**src/include/msa_pkg.sv**
```systemverilog
// package: constants and types for the master/slave frame sync alignment block
// Operation
// - slave role gives cross-connect input priority one in the main table only
// - slave forces build-out off, revertive, acquisition bandwidth
// - software may override every role pin function
// - remotely invalid sources become invalid for selection
// - separate priority tables for main and auxiliary paths
// - outputs fall-aligned with, or divided from, reference
// - sync check failure raises alarm in two statuses
// - each sync edge must land in window
// - dividers realigned only after sync confirmed present
// - falling edge only; 2, 4, 8 kHz accepted
// - sync sampled on selected reference rising edge
// - two-bit field shifts expected sync arrival
// - resolution from resolution bit and reference rate
// - dependent mode keeps alignment, optional optical resync
// - independent mode realigns only frame pulse outputs
// - multiframe aligns only when locked to multiframe
// - never lock to sync, only realign dividers
package msa_pkg;
   // ---------------------------------------------------------------
   // sizes and defaults
   // ---------------------------------------------------------------
   localparam int NUM_INPUTS = 14;
   localparam int CROSS_CONNECT_IDX = 10;
   localparam int PRIO_W = 4;
   localparam logic [3:0] PRIO_HIGHEST = 4'h1;
   localparam logic [3:0] PRIO_DISABLED = 4'h0;
   // ---------------------------------------------------------------
   // frame divider lengths in sample ticks (8 kHz frame)
   // ---------------------------------------------------------------
   localparam int FRAME_RATE_HZ = 8000;
   localparam int RES_LO_HZ = 6480000;
   localparam int RES_MID_HZ = 19440000;
   localparam int RES_HI_HZ = 38880000;
   localparam int CNT_W = 13;
   localparam int IV_W = 15;
   localparam logic [12:0] FRAME_TICKS_LO = 13'(RES_LO_HZ / FRAME_RATE_HZ);
   localparam logic [12:0] FRAME_TICKS_MID = 13'(RES_MID_HZ / FRAME_RATE_HZ);
   localparam logic [12:0] FRAME_TICKS_HI = 13'(RES_HI_HZ / FRAME_RATE_HZ);
   localparam logic [1:0] FRAMES_PER_MULTI = 2'h3;
   localparam logic [1:0] MULTI_HALF = 2'h2;
   localparam logic [1:0] GOOD_EDGES = 2'h3;
   localparam logic [1:0] SHIFT_RESET = 2'h1;
   localparam logic [2:0] WINDOW_RESET = 3'h0;
   // ---------------------------------------------------------------
   // carriers
   // ---------------------------------------------------------------
   typedef struct packed {
      logic indep_frame_pulses;
      logic resync_optical_rate_dividers;
      logic res_high;
      logic [2:0] window;
      logic [1:0] shift;
   } msa_sync_cfg_t;
   typedef struct packed {
      logic phase_build_out;
      logic revertive;
      logic force_acq_bw;
   } msa_loop_cfg_t;
endpackage

```
**src/hw/msa_sync_sampler.sv**
```systemverilog
// module: sync input sampler with arrival shift and falling edge detect
`timescale 1ns/1ps
module msa_sync_sampler (
   // clock and reset
   input wire logic clk,
   input wire logic rst,
   // sampling
   input wire logic sample_en,
   input wire logic sync_in,
   input wire logic [1:0] shift,
   // result
   output logic fall
);
   logic [3:0] taps;
   logic last;
   wire logic tap_sel;

   assign tap_sel = taps[shift];

   // ---------------------------------------------------------------
   // sample on reference rising edge, shifted arrival
   // ---------------------------------------------------------------
   always_ff @(posedge clk) begin
      if (rst) begin
         taps <= 4'hF;
         last <= 1'b1;
         fall <= 1'b0;
      end else begin
         fall <= 1'b0;
         if (sample_en) begin
            taps <= {taps[2:0], sync_in};
            last <= tap_sel;
            fall <= last & ~tap_sel;
         end
      end
   end
endmodule // msa_sync_sampler

```
**src/hw/msa_top.sv**
```systemverilog
// module: master/slave role control and frame sync alignment
`timescale 1ns/1ps
module msa_top #(
   parameter int NUM_INPUTS = msa_pkg::NUM_INPUTS,
   parameter int CROSS_CONNECT_IDX = msa_pkg::CROSS_CONNECT_IDX
) (
   // clock and reset
   input wire logic clk,
   input wire logic rst,
   // role
   input wire logic role_select_pin,
   input wire logic sw_role_override,
   input wire logic sw_role_slave,
   output logic slave_active,
   // loop configuration
   input wire msa_pkg::msa_loop_cfg_t loop_cfg,
   output msa_pkg::msa_loop_cfg_t loop_eff,
   // priority tables
   input wire logic [NUM_INPUTS-1:0][3:0] main_prio_cfg,
   input wire logic [NUM_INPUTS-1:0][3:0] aux_prio_cfg,
   output logic [NUM_INPUTS-1:0][3:0] main_prio_eff,
   output logic [NUM_INPUTS-1:0][3:0] aux_prio_eff,
   // source validity
   input wire logic [NUM_INPUTS-1:0] local_sources_valid,
   input wire logic [NUM_INPUTS-1:0] remote_sources_valid,
   output logic [NUM_INPUTS-1:0] sources_usable,
   // sampling ticks from the selected reference
   input wire logic tick_lo,
   input wire logic tick_mid,
   input wire logic tick_hi,
   input wire logic ref_is_mid,
   // sync configuration
   input wire msa_pkg::msa_sync_cfg_t sync_cfg,
   // external sync
   input wire logic external_sync_input,
   // status
   output logic sync_present,
   output logic sync_alarm,
   output logic sync_alarm_sts_a,
   output logic sync_alarm_sts_b,
   input wire logic clear_alarm_a,
   input wire logic clear_alarm_b,
   // generated pulses
   output logic frame_pulse_out,
   output logic multiframe_pulse_out,
   output logic optical_div_resync,
   output logic frame_div_resync
);
   // ---------------------------------------------------------------
   // role resolution
   // ---------------------------------------------------------------
   wire logic slave_now;
   assign slave_now = sw_role_override ? sw_role_slave : ~role_select_pin;

   // ---------------------------------------------------------------
   // forced loop settings
   // ---------------------------------------------------------------
   msa_pkg::msa_loop_cfg_t next_loop_eff;
   always_comb begin
      next_loop_eff = loop_cfg;
      if (slave_now) begin
         next_loop_eff.phase_build_out = 1'b0;
         next_loop_eff.revertive = 1'b1;
         next_loop_eff.force_acq_bw = 1'b1;
      end
   end

   // ---------------------------------------------------------------
   // priority tables and validity
   // ---------------------------------------------------------------
   logic [NUM_INPUTS-1:0][3:0] next_main_prio;
   logic [NUM_INPUTS-1:0][3:0] next_aux_prio;
   wire logic [NUM_INPUTS-1:0] usable_now;
   assign usable_now = local_sources_valid & remote_sources_valid;

   genvar gi;
   generate
      for (gi = 0; gi < NUM_INPUTS; gi++) begin : g_prio
         wire logic [3:0] main_raw;
         assign main_raw = (slave_now && gi == CROSS_CONNECT_IDX) ? msa_pkg::PRIO_HIGHEST
                                                                   : main_prio_cfg[gi];
         assign next_main_prio[gi] = usable_now[gi] ? main_raw : msa_pkg::PRIO_DISABLED;
         assign next_aux_prio[gi] = usable_now[gi] ? aux_prio_cfg[gi] : msa_pkg::PRIO_DISABLED;
      end
   endgenerate

   always_ff @(posedge clk) begin
      if (rst) begin
         slave_active <= 1'b0;
         loop_eff <= '0;
         main_prio_eff <= '0;
         aux_prio_eff <= '0;
         sources_usable <= '0;
      end else begin
         slave_active <= slave_now;
         loop_eff <= next_loop_eff;
         main_prio_eff <= next_main_prio;
         aux_prio_eff <= next_aux_prio;
         sources_usable <= usable_now;
      end
   end

   // ---------------------------------------------------------------
   // sampling resolution
   // ---------------------------------------------------------------
   wire logic tick;
   wire logic [12:0] frame_len;
   wire logic [12:0] frame_half;
   assign tick = ~sync_cfg.res_high ? tick_lo : (ref_is_mid ? tick_mid : tick_hi);
   assign frame_len = ~sync_cfg.res_high ? msa_pkg::FRAME_TICKS_LO
                    : (ref_is_mid ? msa_pkg::FRAME_TICKS_MID : msa_pkg::FRAME_TICKS_HI);
   assign frame_half = {1'b0, frame_len[12:1]};

   // ---------------------------------------------------------------
   // sync input edge capture
   // ---------------------------------------------------------------
   wire logic sync_fall;
   msa_sync_sampler u_sampler (
      .clk(clk),
      .rst(rst),
      .sample_en(tick),
      .sync_in(external_sync_input),
      .shift(sync_cfg.shift),
      .fall(sync_fall)
   );

   // ---------------------------------------------------------------
   // interval check between falling edges
   // ---------------------------------------------------------------
   logic [14:0] interval;
   logic seen_edge;
   wire logic [14:0] win;
   wire logic [14:0] f1;
   wire logic [14:0] f2;
   wire logic [14:0] f4;
   wire logic near_f1;
   wire logic near_f2;
   wire logic near_f4;
   wire logic edge_good;
   wire logic edge_bad;
   wire logic edge_missing;

   assign win = 15'(sync_cfg.window) + 15'h0001;
   assign f1 = {2'h0, frame_len};
   assign f2 = {1'b0, frame_len, 1'b0};
   assign f4 = {frame_len, 2'h0};
   assign near_f1 = (interval + win >= f1) && (interval <= f1 + win);
   assign near_f2 = (interval + win >= f2) && (interval <= f2 + win);
   assign near_f4 = (interval + win >= f4) && (interval <= f4 + win);
   assign edge_good = sync_fall && seen_edge && (near_f1 || near_f2 || near_f4);
   assign edge_bad = sync_fall && seen_edge && !(near_f1 || near_f2 || near_f4);
   assign edge_missing = tick && seen_edge && (interval > f4 + win);

   always_ff @(posedge clk) begin
      if (rst) begin
         interval <= '0;
         seen_edge <= 1'b0;
      end else if (sync_fall) begin
         interval <= 15'h0001;
         seen_edge <= 1'b1;
      end else if (edge_missing) begin
         seen_edge <= 1'b0;
      end else if (tick && seen_edge) begin
         interval <= interval + 15'h0001;
      end
   end

   // ---------------------------------------------------------------
   // presence detector
   // ---------------------------------------------------------------
   logic [1:0] good_run;
   wire logic confirmed;
   wire logic realign;
   wire logic realign_multi;
   assign confirmed = (good_run == msa_pkg::GOOD_EDGES);
   assign realign = edge_good && confirmed;
   assign realign_multi = realign && near_f4;

   always_ff @(posedge clk) begin
      if (rst) begin
         good_run <= '0;
      end else if (edge_bad || edge_missing) begin
         good_run <= '0;
      end else if (edge_good && !confirmed) begin
         good_run <= good_run + 2'h1;
      end
   end

   // ---------------------------------------------------------------
   // alarm status, set wins over clear
   // ---------------------------------------------------------------
   wire logic fail_evt;
   assign fail_evt = edge_bad || edge_missing;

   always_ff @(posedge clk) begin
      if (rst) begin
         sync_present <= 1'b0;
         sync_alarm <= 1'b0;
         sync_alarm_sts_a <= 1'b0;
         sync_alarm_sts_b <= 1'b0;
      end else begin
         sync_present <= confirmed;
         sync_alarm <= ~confirmed;
         sync_alarm_sts_a <= fail_evt | (sync_alarm_sts_a & ~clear_alarm_a);
         sync_alarm_sts_b <= fail_evt | (sync_alarm_sts_b & ~clear_alarm_b);
      end
   end

   // ---------------------------------------------------------------
   // frame and multiframe dividers, reference locked
   // ---------------------------------------------------------------
   logic [12:0] frame_cnt;
   logic [1:0] multi_cnt;
   wire logic frame_wrap;
   assign frame_wrap = (frame_cnt >= frame_len - 13'h0001);

   always_ff @(posedge clk) begin
      if (rst) begin
         frame_cnt <= '0;
         multi_cnt <= '0;
      end else begin
         if (realign) begin
            frame_cnt <= '0;
         end else if (tick) begin
            frame_cnt <= frame_wrap ? 13'h0000 : frame_cnt + 13'h0001;
         end
         if (realign_multi) begin
            multi_cnt <= '0;
         end else if (tick && frame_wrap && !realign) begin
            multi_cnt <= (multi_cnt == msa_pkg::FRAMES_PER_MULTI) ? 2'h0 : multi_cnt + 2'h1;
         end
      end
   end

   // ---------------------------------------------------------------
   // outputs, falling edge at frame start
   // ---------------------------------------------------------------
   always_ff @(posedge clk) begin
      if (rst) begin
         frame_pulse_out <= 1'b0;
         multiframe_pulse_out <= 1'b0;
         optical_div_resync <= 1'b0;
         frame_div_resync <= 1'b0;
      end else begin
         frame_pulse_out <= (frame_cnt >= frame_half);
         multiframe_pulse_out <= (multi_cnt >= msa_pkg::MULTI_HALF);
         frame_div_resync <= realign;
         optical_div_resync <= realign && !sync_cfg.indep_frame_pulses
                               && sync_cfg.resync_optical_rate_dividers;
      end
   end
endmodule // msa_top

```
**config.mk**
```make
export PLATFORM = sky130hd
export DESIGN_NAME = msa_top
export DESIGN_NICKNAME = d
export VERILOG_FILES = /design/src/include/msa_pkg.sv /design/src/hw/msa_sync_sampler.sv /design/src/hw/msa_top.sv
export SDC_FILE = /design/constraint.sdc
export NUM_CORES = 1
export LEC_CHECK = 0
export ABC_AREA = 0
export BUFFER_PORTS_ARGS = -buffer_cell sky130_fd_sc_hd__buf_2
export CAP_MARGIN = 20
export CORE_UTILIZATION = 50
export CTS_BUF_LIST = sky130_fd_sc_hd__clkbuf_8
export DETAILED_ROUTE_END_ITERATION = 8
export PLACE_DENSITY = 0.81
export SYNTH_ARGS = -nofsm -noshare
export SYNTH_HDL_FRONTEND = slang
export SYNTH_SLANG_ARGS = --single-unit
```
**constraint.sdc**
```tcl
create_clock -name clk -period 6.6 [get_ports clk]
set_input_delay 0.66 -clock clk [delete_from_list [all_inputs] [get_ports clk]]
set_output_delay 0.66 -clock clk [all_outputs]
set_load 0.02 [all_outputs]
```
# ---- After elaboration in Yosys (flattened, before gate mapping)
# Index checks and enable logic that the tools add are counted.
dict set report op_classes {
  eq_ne 3
  addsub 10
  n_reduce_logical 47
  order_cmp 11
  bitwise_logic 27
  muxes 16
}
# op count
set ops {}
lappend ops {{$reduce_or A2 Y1} 20}
lappend ops {{$mux W13} 3}
lappend ops {{$add A15 B4 Y15} 2}
lappend ops {{$le A15 B15 Y1} 2}
lappend ops {{$not A1 Y1} 21}
lappend ops {{$add A14 B4 Y15} 1}
lappend ops {{$add A15 B1 Y15 const B} 1}
lappend ops {{$ge A15 B13 Y1} 1}
lappend ops {{$ge A15 B14 Y1} 1}
lappend ops {{$ge A15 B15 Y1} 1}
lappend ops {{$gt A15 B15 Y1} 1}
lappend ops {{$le A15 B14 Y1} 1}
lappend ops {{$logic_and A1 B1 Y1} 15}
lappend ops {{$add A13 B4 Y14} 1}
lappend ops {{$and A14 B14 Y14} 1}
lappend ops {{$add A13 B1 Y13 const B} 1}
lappend ops {{$ge A13 B12 Y1} 1}
lappend ops {{$ge A13 B13 Y1} 1}
lappend ops {{$sub A13 B1 Y13 const B} 1}
lappend ops {{$mux W1} 10}
lappend ops {{$add A2 B1 Y2 const B} 2}
lappend ops {{$add A3 B1 Y4 const B} 1}
lappend ops {{$eq A2 B2 Y1 const B} 2}
lappend ops {{$logic_not A1 Y1} 4}
lappend ops {{other kinds (11)} 19}
dict set report word_totals {
  ff_bits 177
  wordCells 165
  in_bits 163
}

# ---- Longest topological paths before layout
# Gate-level depths: netlist (run 1).
dict set report depth {
  word_depth 11
  depth_mapped 18
}

# ---- By module
# A second synthesis (run 1) with hierarchy kept.
dict set report hier_totals {
  cells_unflattened 835
  area_unflattened_um2 8227.9
}
# mod seq_area_each_um2 n_inst cells_each area_each_um2
set by_module_without_submodules {}
lappend by_module_without_submodules {msa_top 3423.3 1 815 7992.7}
lappend by_module_without_submodules {msa_sync_sampler 120.1 1 20 235.2}

# ---- Least setup slack after synthesis (run 1)
# OpenSTA, ideal clock, no wires.
dict set report synth_timing {
  kind {in2reg}
  start {in sync_cfg[5] (netlist name)}
  end {reg frame_cnt[0]}
  arrival_time_ns 4.647
  required_ns 6.538
  n_path_buf 3
  cell_stages 17
  setup_slack_ns 1.890
  path_cell_list {clkbuf_1 -> nand2b_1 -> clkbuf_1 -> ha_1 -> fa_1 -> ha_1 -> xor2_1 -> ha_1 -> nand4_1 -> o311ai_0 -> a211oi_1 -> a211oi_1 -> o22ai_1 -> o21ai_4 -> or3b_1 -> buf_6 -> nor2_2}
}
dict set report synth_between {
  elab_chain_cells 9
}
# item line
set synth_rtl {}
lappend synth_rtl {{start: declaration} msa_top.sv:33} ;# input wire msa_pkg::msa_sync_cfg_t sync_cfg,
lappend synth_rtl {{$mux W13} msa_top.sv:110} ;# assign frame_len = ~sync_cfg.res_high ? msa_pkg::FRAME_TICKS_LO
lappend synth_rtl {{$add A14 B4 Y15 / $add A13 B4 Y14 (equally long branches)} {msa_top.sv:148, msa_top.sv:147}}
lappend synth_rtl {{$le A15 B15 Y1 / $le A15 B14 Y1 (equally long branches)} {msa_top.sv:148, msa_top.sv:147}}
lappend synth_rtl {{$logic_and A1 B1 Y1 (on tied branches)} {msa_top.sv:148, msa_top.sv:147}}
lappend synth_rtl {{$logic_or A1 B1 Y1 (2 in series)} msa_top.sv:150} ;# assign edge_good = sync_fall && seen_edge && (near_f1 || near_f2 || near_f4);
lappend synth_rtl {{$logic_and A1 B1 Y1} msa_top.sv:150}
lappend synth_rtl {{$logic_and A1 B1 Y1} msa_top.sv:176} ;# assign realign = edge_good && confirmed;
lappend synth_rtl {{$reduce_or A2 Y1 (no line)} -}
lappend synth_rtl {{end signal: assignment} msa_top.sv:225} ;# frame_cnt <= frame_wrap ? 13'h0000 : frame_cnt + 13'h0001;
lappend synth_rtl {{end: declaration} msa_top.sv:212} ;# logic [12:0] frame_cnt;
# Parallel ways exist; a longest one is shown, timed or not.
# A chain may end at the register's enable or synchronous reset.

# ---- Worst setup path in the final report (run 1)
dict set report layout_timing {
  start {in sync_cfg[2] (netlist name)}
  end {reg frame_cnt[5]}
}
dict set report layout_between {
  elab_chain_cells 9
}
# item line
set layout_rtl {}
lappend layout_rtl {{$add A3 B1 Y4 *} msa_top.sv:143} ;# assign win = 15'(sync_cfg.window) + 15'h0001;
lappend layout_rtl {{$add A15 B4 Y15 (tied with other cells)} {msa_top.sv:147, msa_top.sv:148, msa_top.sv:149}}
lappend layout_rtl {{$ge A15 B13 Y1 (tied with other cells)} msa_top.sv:147} ;# assign near_f1 = (interval + win >= f1) && (interval <= f1 + win);
lappend layout_rtl {{$logic_and A1 B1 Y1 (on tied branches)} {msa_top.sv:147, msa_top.sv:148}}
lappend layout_rtl {{$logic_or A1 B1 Y1} msa_top.sv:150}
lappend layout_rtl {{$logic_or A1 B1 Y1 *} msa_top.sv:150}
lappend layout_rtl {{$logic_and A1 B1 Y1 *} msa_top.sv:150}
lappend layout_rtl {{$logic_and A1 B1 Y1 *} msa_top.sv:176}
lappend layout_rtl {{$reduce_or A2 Y1 (no line) *} -}
# Every way passes the cells marked *; elsewhere a longest branch is shown, timed or not.

==> results of run 1 <==
-- metrics by stage --
stage               setup slack (ns)  instance area [um^2]  total power [mW]  hold WS [ns]
floorplan                      1.890                  8210             1.283        0.4355
global placement               1.466                  9917             1.387        0.4537
detailed placement             1.384                  9917             1.394        0.4717
CTS                            1.846                 10320             2.115        0.3621
global route                   1.552                 10330             2.188        0.3610
finish                         1.797                 10330             2.094        0.3960
-- layer usage --
metal | wire length (um) | part of all wire | global-route usage
met1 | 8728 | 0.39 | 0.2864
met2 | 12040 | 0.53 | 0.4822
met4 | 660 | 0.029 | 0.1067
met3 | 1147 | 0.051 | 0.05822
met5 | 0 | 0 | 0
-- cell families after synthesis --
logic type | share of synthesized area
AND/OR/NAND/NOR | 0.2286
flip-flops | 0.4320
adder cells (fa/ha/maj) | 0.1644
multiplexers | 0.008847
buffers and inverters | 0.02258
AO/OA/AOI/OAI | 0.1042
other | 0.0009155
XOR/XNOR | 0.03844
-- power by group --
part | leakage (nW) | total, mW | switching, mW | internal [mW]
clock | 0.199 | 0.724 | 0.438 | 0.287
combinational | 3.72 | 0.261 | 0.148 | 0.113
sequential | 1.44 | 1.11 | 0.0125 | 1.10
total | 5.36 | 2.09 | 0.598 | 1.50
-- critical path, delay by kind of cell --
family | cells | cell delay (ns)
adder cells (fa/ha/maj) | 3 | 0.92
buffers and inverters | 1 | 0.11
XOR/XNOR | 2 | 0.67
AO/OA/AOI/OAI | 8 | 1.65
AND/OR/NAND/NOR | 4 | 1.14
-- layout make-up --
class	count	area, um^2
Antenna cell	5	12.51
Clock buffer	17	234.0
Clock inverter	15	166.4
Fill cell	1371	5613
Inverter	30	112.6
Multi-Input combinational cell	615	4482
Sequential cell	177	3543
Tap cell	216	270.3
Timing Repair Buffer	301	1509
-- state kept, by name, summed over array words and instances (netlist names) --
register and count:
slave_active 1, aux_prio_eff 56, sync_alarm 1, loop_eff 3
multiframe_pulse_out 1, sync_present 1, frame_pulse_out 1, frame_cnt 13
frame_div_resync 1, sync_alarm_sts_a 1, u_sampler.fall 1, seen_edge 1
u_sampler.last 1, main_prio_eff 56, multi_cnt 2, sources_usable 14
optical_div_resync 1, u_sampler.taps 4, interval 15, good_run 2
sync_alarm_sts_b 1
-- worst paths after layout --
path                           from           endpoint  slack [ns]  depth (start not counted)
setup reg to reg        interval[0]       frame_cnt[5]        2.06                         16
setup / recovery        sync_cfg[2]       frame_cnt[5]        1.80                         18
hold / removal    main_prio_cfg[15]  main_prio_eff[15]        0.40                          2
hold reg to reg    sync_alarm_sts_b   sync_alarm_sts_b        0.48                          2
-- cells in the final DEF, fill, tap and decap left out, drive strengths merged, types with 16 or more instances in the layout --
cell / instances
dfxtp: 177
xor2: 20
buf: 301
ha: 103
xnor2: 16
and2: 113
a21oi: 37
nand3: 17
o21ai: 19
clkbuf: 17
a21o: 22
nand2: 54
inv: 38
nor2: 72
==> impl_metrics.toml, run 1 <==
[synth]
yosysMostFrequentCell = "dfxtp_1"
synthFlopType = "dfxtp_1"
avgSynthCellArea_um2 = 9.812
yosys_warnings = 0
yosysTopAreaCell = "dfxtp_1"
ys_seq_area_frac = 0.4320
synth_cells = 836
synth_common_cells = "dfxtp_1 (177), and2_1 (113), ha_1 (103)"
synthArstFlopShare = 0
synth_cell_types = 72
netlist_area_um2 = 8203
synth_top_area_frac = 0.4320
synth_edf_count = 0
synth_area_leaders = "dfxtp_1 (43%), ha_1 (16%), and2_1 (8.6%), nor2_1 (2.8%), nand2_1 (2.4%)"
yosys_register_bits = 177

[global_route]
grt_overflow = 0
antenna_found_initial = 5
grt_max_degree = 41
grt_use_total = 0.2607
grt_pass1_wl_um = 33180
grt_pass1_vias = 6578

[critical_path]
slowest_delay_ns = 0.65
crit_chain = "buf_2 > ha_1 > xor2_1 > ha_1 > a211oi_2 > or2_2 > nor2_1 > xor2_1 > ha_1 > a21oi_1 > o21bai_1 > a21oi_1 > o2111ai_1 > a311oi_1 > o22ai_1 > o21ai_4 > or3b_1 > nor2_1"
critical-path-slowest-cell = "or3b_1"
worst_path_most_repeated_cell = "ha_1"
worstPathArrival_ns = 5.16
critPathKind = "in -> reg"
cp-end-kind = "flip-flop"
cp-start-kind = "input port"
critPathMaxFanout = 12
cp.required_ns = 6.96

[drt]
avgViaCountPerCell = 5.048
drt_pass1_iterations = 4
vias = 6946
drc = 0
drtIter0Drc = 239
wl_per_cell_um = 16.41
drtAntennaViolNets = 0
wl_um = 22580

[power_and_ir_drop]
leakage_nw = 5.359
power.density_nw_per_um2 = 202.7
vdd_drop_max_mv = 0.1795

[floorplanning]
core.rowCount = 46
core_area_um2 = 15940
initial_core_util = 0.5145
die_w_um = 130.1
fp.dieArea_um2 = 16920
io_pins = 301
die_h_um = 130.1

[outcome]
status = "completed"

[clocking]
clk-insertion-delay-late_ns = 0.44
cts_sinks = 177
cts_hold_buf = 0
numCtsBuffers = 17
clk_pin_slew_worst_paths_ns = 0.11
h-tree-depth = 4
clock_path_buffers = 2
cts_setup_buffers = 0
cts-resized-gates = 0
cts_tree = "done"
cts-root-buf = "clkbuf_8"

[sta]
rsz0062_at_grt = "no"
maxSlewHeadroom = 0.4119
clock_skew_ns = 0.02008
finalCriticalPeriod_ns = 4.803
tns_ns = 0
hold_violations = 0
finalSetupViolations = 0
worst_pin_slew_ns = 0.8821
fin_crit_sh = 0.7278
slew_violations = 0
fmax_ghz = 0.2082

[hold_path]
hold_class = "in -> reg"

[place]
portBuffers = 300
place.gp.congestion = 0.8744
hpwl_um = 18470
dp_cells = 1339

[run]
drv_cap = 0

[final_layout]
final_util = 0.6479
final_cells = 1376
drive_gt1_frac = 0.3126
syn_to_final_growth_pct = 25.93
nets = 1411
(Power assumes the default switching activity.)
==> run 2, diff against run 1 <==
--- a/config.mk
+++ b/config.mk
@@ -8,10 +8,10 @@
 export ABC_AREA = 0
 export BUFFER_PORTS_ARGS = -buffer_cell sky130_fd_sc_hd__buf_2
 export CAP_MARGIN = 20
-export CORE_UTILIZATION = 50
+export CORE_UTILIZATION = 46
 export CTS_BUF_LIST = sky130_fd_sc_hd__clkbuf_8
 export DETAILED_ROUTE_END_ITERATION = 8
-export PLACE_DENSITY = 0.81
+export PLACE_DENSITY = 0.78
 export SYNTH_ARGS = -nofsm -noshare
 export SYNTH_HDL_FRONTEND = slang
 export SYNTH_SLANG_ARGS = --single-unit
==> constraint.sdc (replaced) <==
create_clock -name clk -period 4 [get_ports clk]
set_input_delay 0.4 -clock clk [delete_from_list [all_inputs] [get_ports clk]]
set_output_delay 0.4 -clock clk [all_outputs]
set_load 0.02 [all_outputs]
==> impl_metrics.toml, run 2 (synthesized netlist as in run 1, its figures left out) <==
[sta]
fin_crit_sh = 0.9999
worst_pin_slew_ns = 0.7422
maxSlewHeadroom = 0.5034
rsz0062_at_grt = "yes"
clock_skew_ns = 0.01267
hold_violations = 0
slew_violations = 0
finalSetupViolations = 0
finalCriticalPeriod_ns = 4.000
fmax_ghz = 0.2500

[power_and_ir_drop]
power_frac_seq = 0.501
switchingPower_mw = 1.025
power.density_nw_per_um2 = 328.6
vdd_drop_max_mv = 0.3380
leakage_nw = 5.744
p_int_mw = 2.624
power_frac_clock = 0.368
combPwrFrac = 0.131
sw_frac_of_total = 0.2809
totalPowerFinal_mw = 3.649

[critical_path]
cp.required_ns = 4.40
r2r_slack_ns = 0.03
critPathMaxFanout = 6
cp-end-kind = "flip-flop"
critPathKind = "in -> reg"
cp-start-kind = "input port"
worstPathArrival_ns = 4.40

[place]
place.gp.congestion = 0.9166
dp_cells = 1414
portBuffers = 300
hpwl_um = 19270

[drt]
drtIter0Drc = 322
drtAntennaViolNets = 0
vias = 7281
wl_per_cell_um = 16.55
wl_um = 23980
drc = 0
avgViaCountPerCell = 5.025
drt_pass1_iterations = 4

[clocking]
numCtsBuffers = 17
h-tree-depth = 4
clk-insertion-delay-late_ns = 0.45
clk_pin_slew_worst_paths_ns = 0.11
cts_tree = "done"
cts_sinks = 177
cts-root-buf = "clkbuf_8"
clock_path_buffers = 2
cts_hold_buf = 0

[floorplanning]
initial_core_util = 0.4726
core.rowCount = 48
fp.dieArea_um2 = 18370
die_w_um = 135.5
io_pins = 301
core_area_um2 = 17360
die_h_um = 135.5

[final_layout]
final_cell_mix = "buf_2 (300), dfxtp_1 (175), and2_1 (113), ha_1 (100), buf_4 (67)"
multi_input_area_um2 = 4648
fill_cells = 1452
seqCellArea_um2 = 3551
final_util = 0.6397
insertedDiodeCount = 0
mostFrequentLayoutCell = "buf_2"
reg_top3 = "aux_prio_eff (56), main_prio_eff (56), interval (15)"
drive_gt1_frac = 0.3676
nets = 1480
syn_to_final_growth_pct = 35.36
final_cells = 1449

[global_route]
grt_use_total = 0.2581
grt_overflow = 0
grt_pass1_vias = 7071
antenna_found_initial = 1
grt_pass1_wl_um = 35680
grt_max_degree = 29

[run]
drv_cap = 0

[hold_path]
hold_class = "in -> reg"

[outcome]
status = "completed"
## run 2: critical path, stage by stage
cell       delay, ns
buf_2           0.11
ha_1            0.35
buf_4           0.16
ha_1            0.20
fa_1            0.44
a21o_1          0.21
xor2_1          0.16
ha_1            0.29
nand4_1         0.11
nor4_1          0.45
o31ai_1         0.17
a32oi_1         0.30
o22ai_2         0.17
o21ai_4         0.19
or3b_4          0.43
clkbuf_16       0.19
nor2_2          0.07
## run 2: layout make-up
type	instances	share of cell area
Clock inverter	15	0.01938
Tap cell	225	0.02536
Timing Repair Buffer	370	0.1856
Multi-Input combinational cell	615	0.4186
Inverter	30	0.01014
Sequential cell	177	0.3198
Clock buffer	17	0.02107
## run 2: path summary, 6_finish.rpt
kind	start	endpoint	cells after the start
max	sync_cfg[2]	frame_cnt[8]	17
min	aux_prio_cfg[49]	aux_prio_eff[49]	2
max reg2reg	interval[0]	frame_cnt[8]	17
min reg2reg	sync_alarm_sts_b	sync_alarm_sts_b	2
## run 2: timing repair
action | in CTS | in global routing
gates resized for setup | 0 | 34
setup endpoints to repair | 0 | 18
hold endpoints to repair | 0 | 0
setup buffers | 0 | 2
## run 2: per-stage QoR
step / worst slack, ns / TNS (ns) / hold WS [ns] / area (um^2)
6_report: 0.0002855 / 0 / 0.1261 / 11100
5_1_grt: -0.1284 / -1.513 / 0.09488 / 11100
4_1_cts: 0.03172 / 0 / 0.1031 / 10910
3_5_place_dp: -0.3356 / -5.427 / 0.4579 / 10460
3_3_place_gp: -0.2416 / -3.816 / 0.4494 / 10460
2_1_floorplan: 0.01566 / 0 / 0.4355 / 8254
## run 2: per-layer routing
metal,wire [um],track usage
met1,9426,0.2800
met2,12800,0.4846
met4,614,0.09551
met5,0,0
met3,1137,0.05799
## run 2: power by group through the flow
| stage | clock, mW | combinational (mW) | sequential [mW] |
|---|---|---|---|
| 2_1_floorplan | 0 | 0.205 | 1.92 |
| 3_3_place_gp | 0 | 0.455 | 1.87 |
| 3_5_place_dp | 0 | 0.466 | 1.87 |
| 4_1_cts | 1.37 | 0.468 | 1.83 |
| 5_1_grt | 1.45 | 0.528 | 1.83 |
| 6_report | 1.34 | 0.478 | 1.83 |
==> run 3, diff against run 2 <==
--- a/config.mk
+++ b/config.mk
@@ -8,10 +8,9 @@
 export ABC_AREA = 0
 export BUFFER_PORTS_ARGS = -buffer_cell sky130_fd_sc_hd__buf_2
 export CAP_MARGIN = 20
-export CORE_UTILIZATION = 46
+export CORE_UTILIZATION = 30
 export CTS_BUF_LIST = sky130_fd_sc_hd__clkbuf_8
 export DETAILED_ROUTE_END_ITERATION = 8
-export PLACE_DENSITY = 0.78
 export SYNTH_ARGS = -nofsm -noshare
 export SYNTH_HDL_FRONTEND = slang
 export SYNTH_SLANG_ARGS = --single-unit
==> impl_metrics.toml, run 3 (synthesized netlist as in run 1, its figures left out) <==
[outcome]
status = "completed"

[drt]
drt_pass1_iterations = 6
avgViaCountPerCell = 4.511
wl_um = 23680
drtAntennaViolNets = 0
drtIter0Drc = 246
drc = 0
vias = 7091
wl_per_cell_um = 15.06

[sta]
rsz0062_at_grt = "yes"
finalCriticalPeriod_ns = 3.830
fin_crit_sh = 0.9576
holdWs_ns = 0.1169
hold_violations = 0
clock_skew_ns = 0.03095
slew_violations = 0
fmax_ghz = 0.2611
maxSlewHeadroom = 0.3925
worst_pin_slew_ns = 0.9112
finalSetupViolations = 0

[global_route]
antenna_found_initial = 1
grt_use_total = 0.1680
grt_overflow = 0
grt_pass1_wl_um = 36810
grt_pass1_vias = 6967
grt_max_degree = 41

[power_and_ir_drop]
power.density_nw_per_um2 = 316.8
leakage_nw = 5.737
vdd_drop_max_mv = 0.1860

[final_layout]
mostFrequentLayoutCell = "buf_2"
final_cells = 1572
nets = 1486
final_area_um2 = 11160
syn_to_final_growth_pct = 36.10
fill_cells = 2667
reg_top3 = "aux_prio_eff (56), main_prio_eff (56), interval (15)"
drive_gt1_frac = 0.3699
final_cell_mix = "buf_2 (300), dfxtp_1 (175), and2_1 (113), ha_1 (100), buf_4 (73)"

[floorplanning]
io_pins = 301
die_w_um = 167.4
initial_core_util = 0.3052
core_area_um2 = 26880
die_h_um = 167.4
core.rowCount = 60
fp.dieArea_um2 = 28010

[hold_path]
hold_class = "in -> reg"

[critical_path]
critPathKind = "reg -> reg"
cp.required_ns = 4.38
critPathMaxFanout = 6
cp-end-kind = "flip-flop"
cp-start-kind = "flip-flop"
worstPathArrival_ns = 4.21

[clocking]
cts_hold_buf = 0
cts_sinks = 177
numCtsBuffers = 17
h-tree-depth = 4
cts_tree = "done"
clk_pin_slew_worst_paths_ns = 0.12
clock_path_buffers = 2
cts-root-buf = "clkbuf_8"
clk-insertion-delay-late_ns = 0.46

[place]
hpwl_um = 18620
dp_cells = 1536
place.gp.congestion = 0.8436
portBuffers = 300
post_dp_cell_area_um2 = 10650

[run]
drv_cap = 0
[run 3: cell count changes in the layout (fill, tap and decap cells not counted), sizes merged]
cell | previous run | this run
buf | 369 | 376
bufinv | 2 | 0
clkinv | 7 | 6
clkinvlp | 0 | 1
diode | 0 | 1
inv | 36 | 37
[run 3: per-stage QoR]
step | total power, mW | utilization | setup slack, ns | TNS (ns)
global placement | 2.330 | 0.3961 | -0.2869 | -5.094
CTS | 3.585 | 0.4107 | 0.03599 | 0
finish | 3.537 | 0.4154 | 0.1697 | 0
floorplan | 2.122 | - | 0.01566 | 0
detailed placement | 2.336 | 0.3961 | -0.3345 | -6.341
global route | 3.719 | 0.4153 | -0.03024 | -0.1948
[run 3: cell type report]
| class | instances | area [um^2] | share of cell area |
|---|---|---|---|
| clock buffers | 18 | 247.7 | 0.02219 |
| well taps | 341 | 426.7 | 0.03822 |
| repair buffers | 376 | 2083 | 0.1866 |
| clock inverters | 14 | 142.6 | 0.01278 |
| diodes | 1 | 2.502 | 0.0002241 |
| flip-flops and latches | 177 | 3546 | 0.3176 |
| multi-input cells | 615 | 4603 | 0.4123 |
| inverters | 30 | 112.6 | 0.01009 |
[run 3: power breakdown]
group	leakage (nW)	switching (mW)	internal [mW]
combinational	4.10	0.256	0.216
clock	0.199	0.757	0.480
sequential	1.44	0.0192	1.81
[run 3: critical path: stages (launching register included)]
cell	delay, ns
dfxtp_2	0.36
ha_4	0.16
fa_2	0.39
a211oi_4	0.33
or2_4	0.19
nor2_2	0.04
xor2_1	0.20
ha_1	0.31
a21oi_2	0.13
o21bai_1	0.06
a21oi_1	0.17
o2111ai_1	0.15
a311oi_2	0.25
o22ai_2	0.17
o21ai_4	0.16
or3b_4	0.42
buf_6	0.15
nor2_2	0.09
[run 3: final timing paths]
| check | startpoint | endpoint | slack [ns] | cells after the start |
|---|---|---|---|---|
| max | interval[0] | frame_cnt[10] | 0.17 | 17 |
| min | sync_cfg[7] | optical_div_resync | 0.12 | 2 |
| max reg2reg | interval[0] | frame_cnt[10] | 0.17 | 17 |
| min reg2reg | sync_alarm_sts_b | sync_alarm_sts_b | 0.47 | 2 |
[run 3: what timing repair did]
| item | CTS | global route |
|---|---|---|
| resized for setup | 0 | 22 |
| buffers inserted | 0 | 2 |
| setup endpoints to repair | 0 | 21 |
[run 3: layer usage]
| layer | GRT usage | share of wire |
|---|---|---|
| met2 | 0.2929 | 0.49 |
| met4 | 0.04148 | 0.013 |
| met1 | 0.2074 | 0.44 |
| met5 | 0 | 0 |
| met3 | 0.03923 | 0.050 |
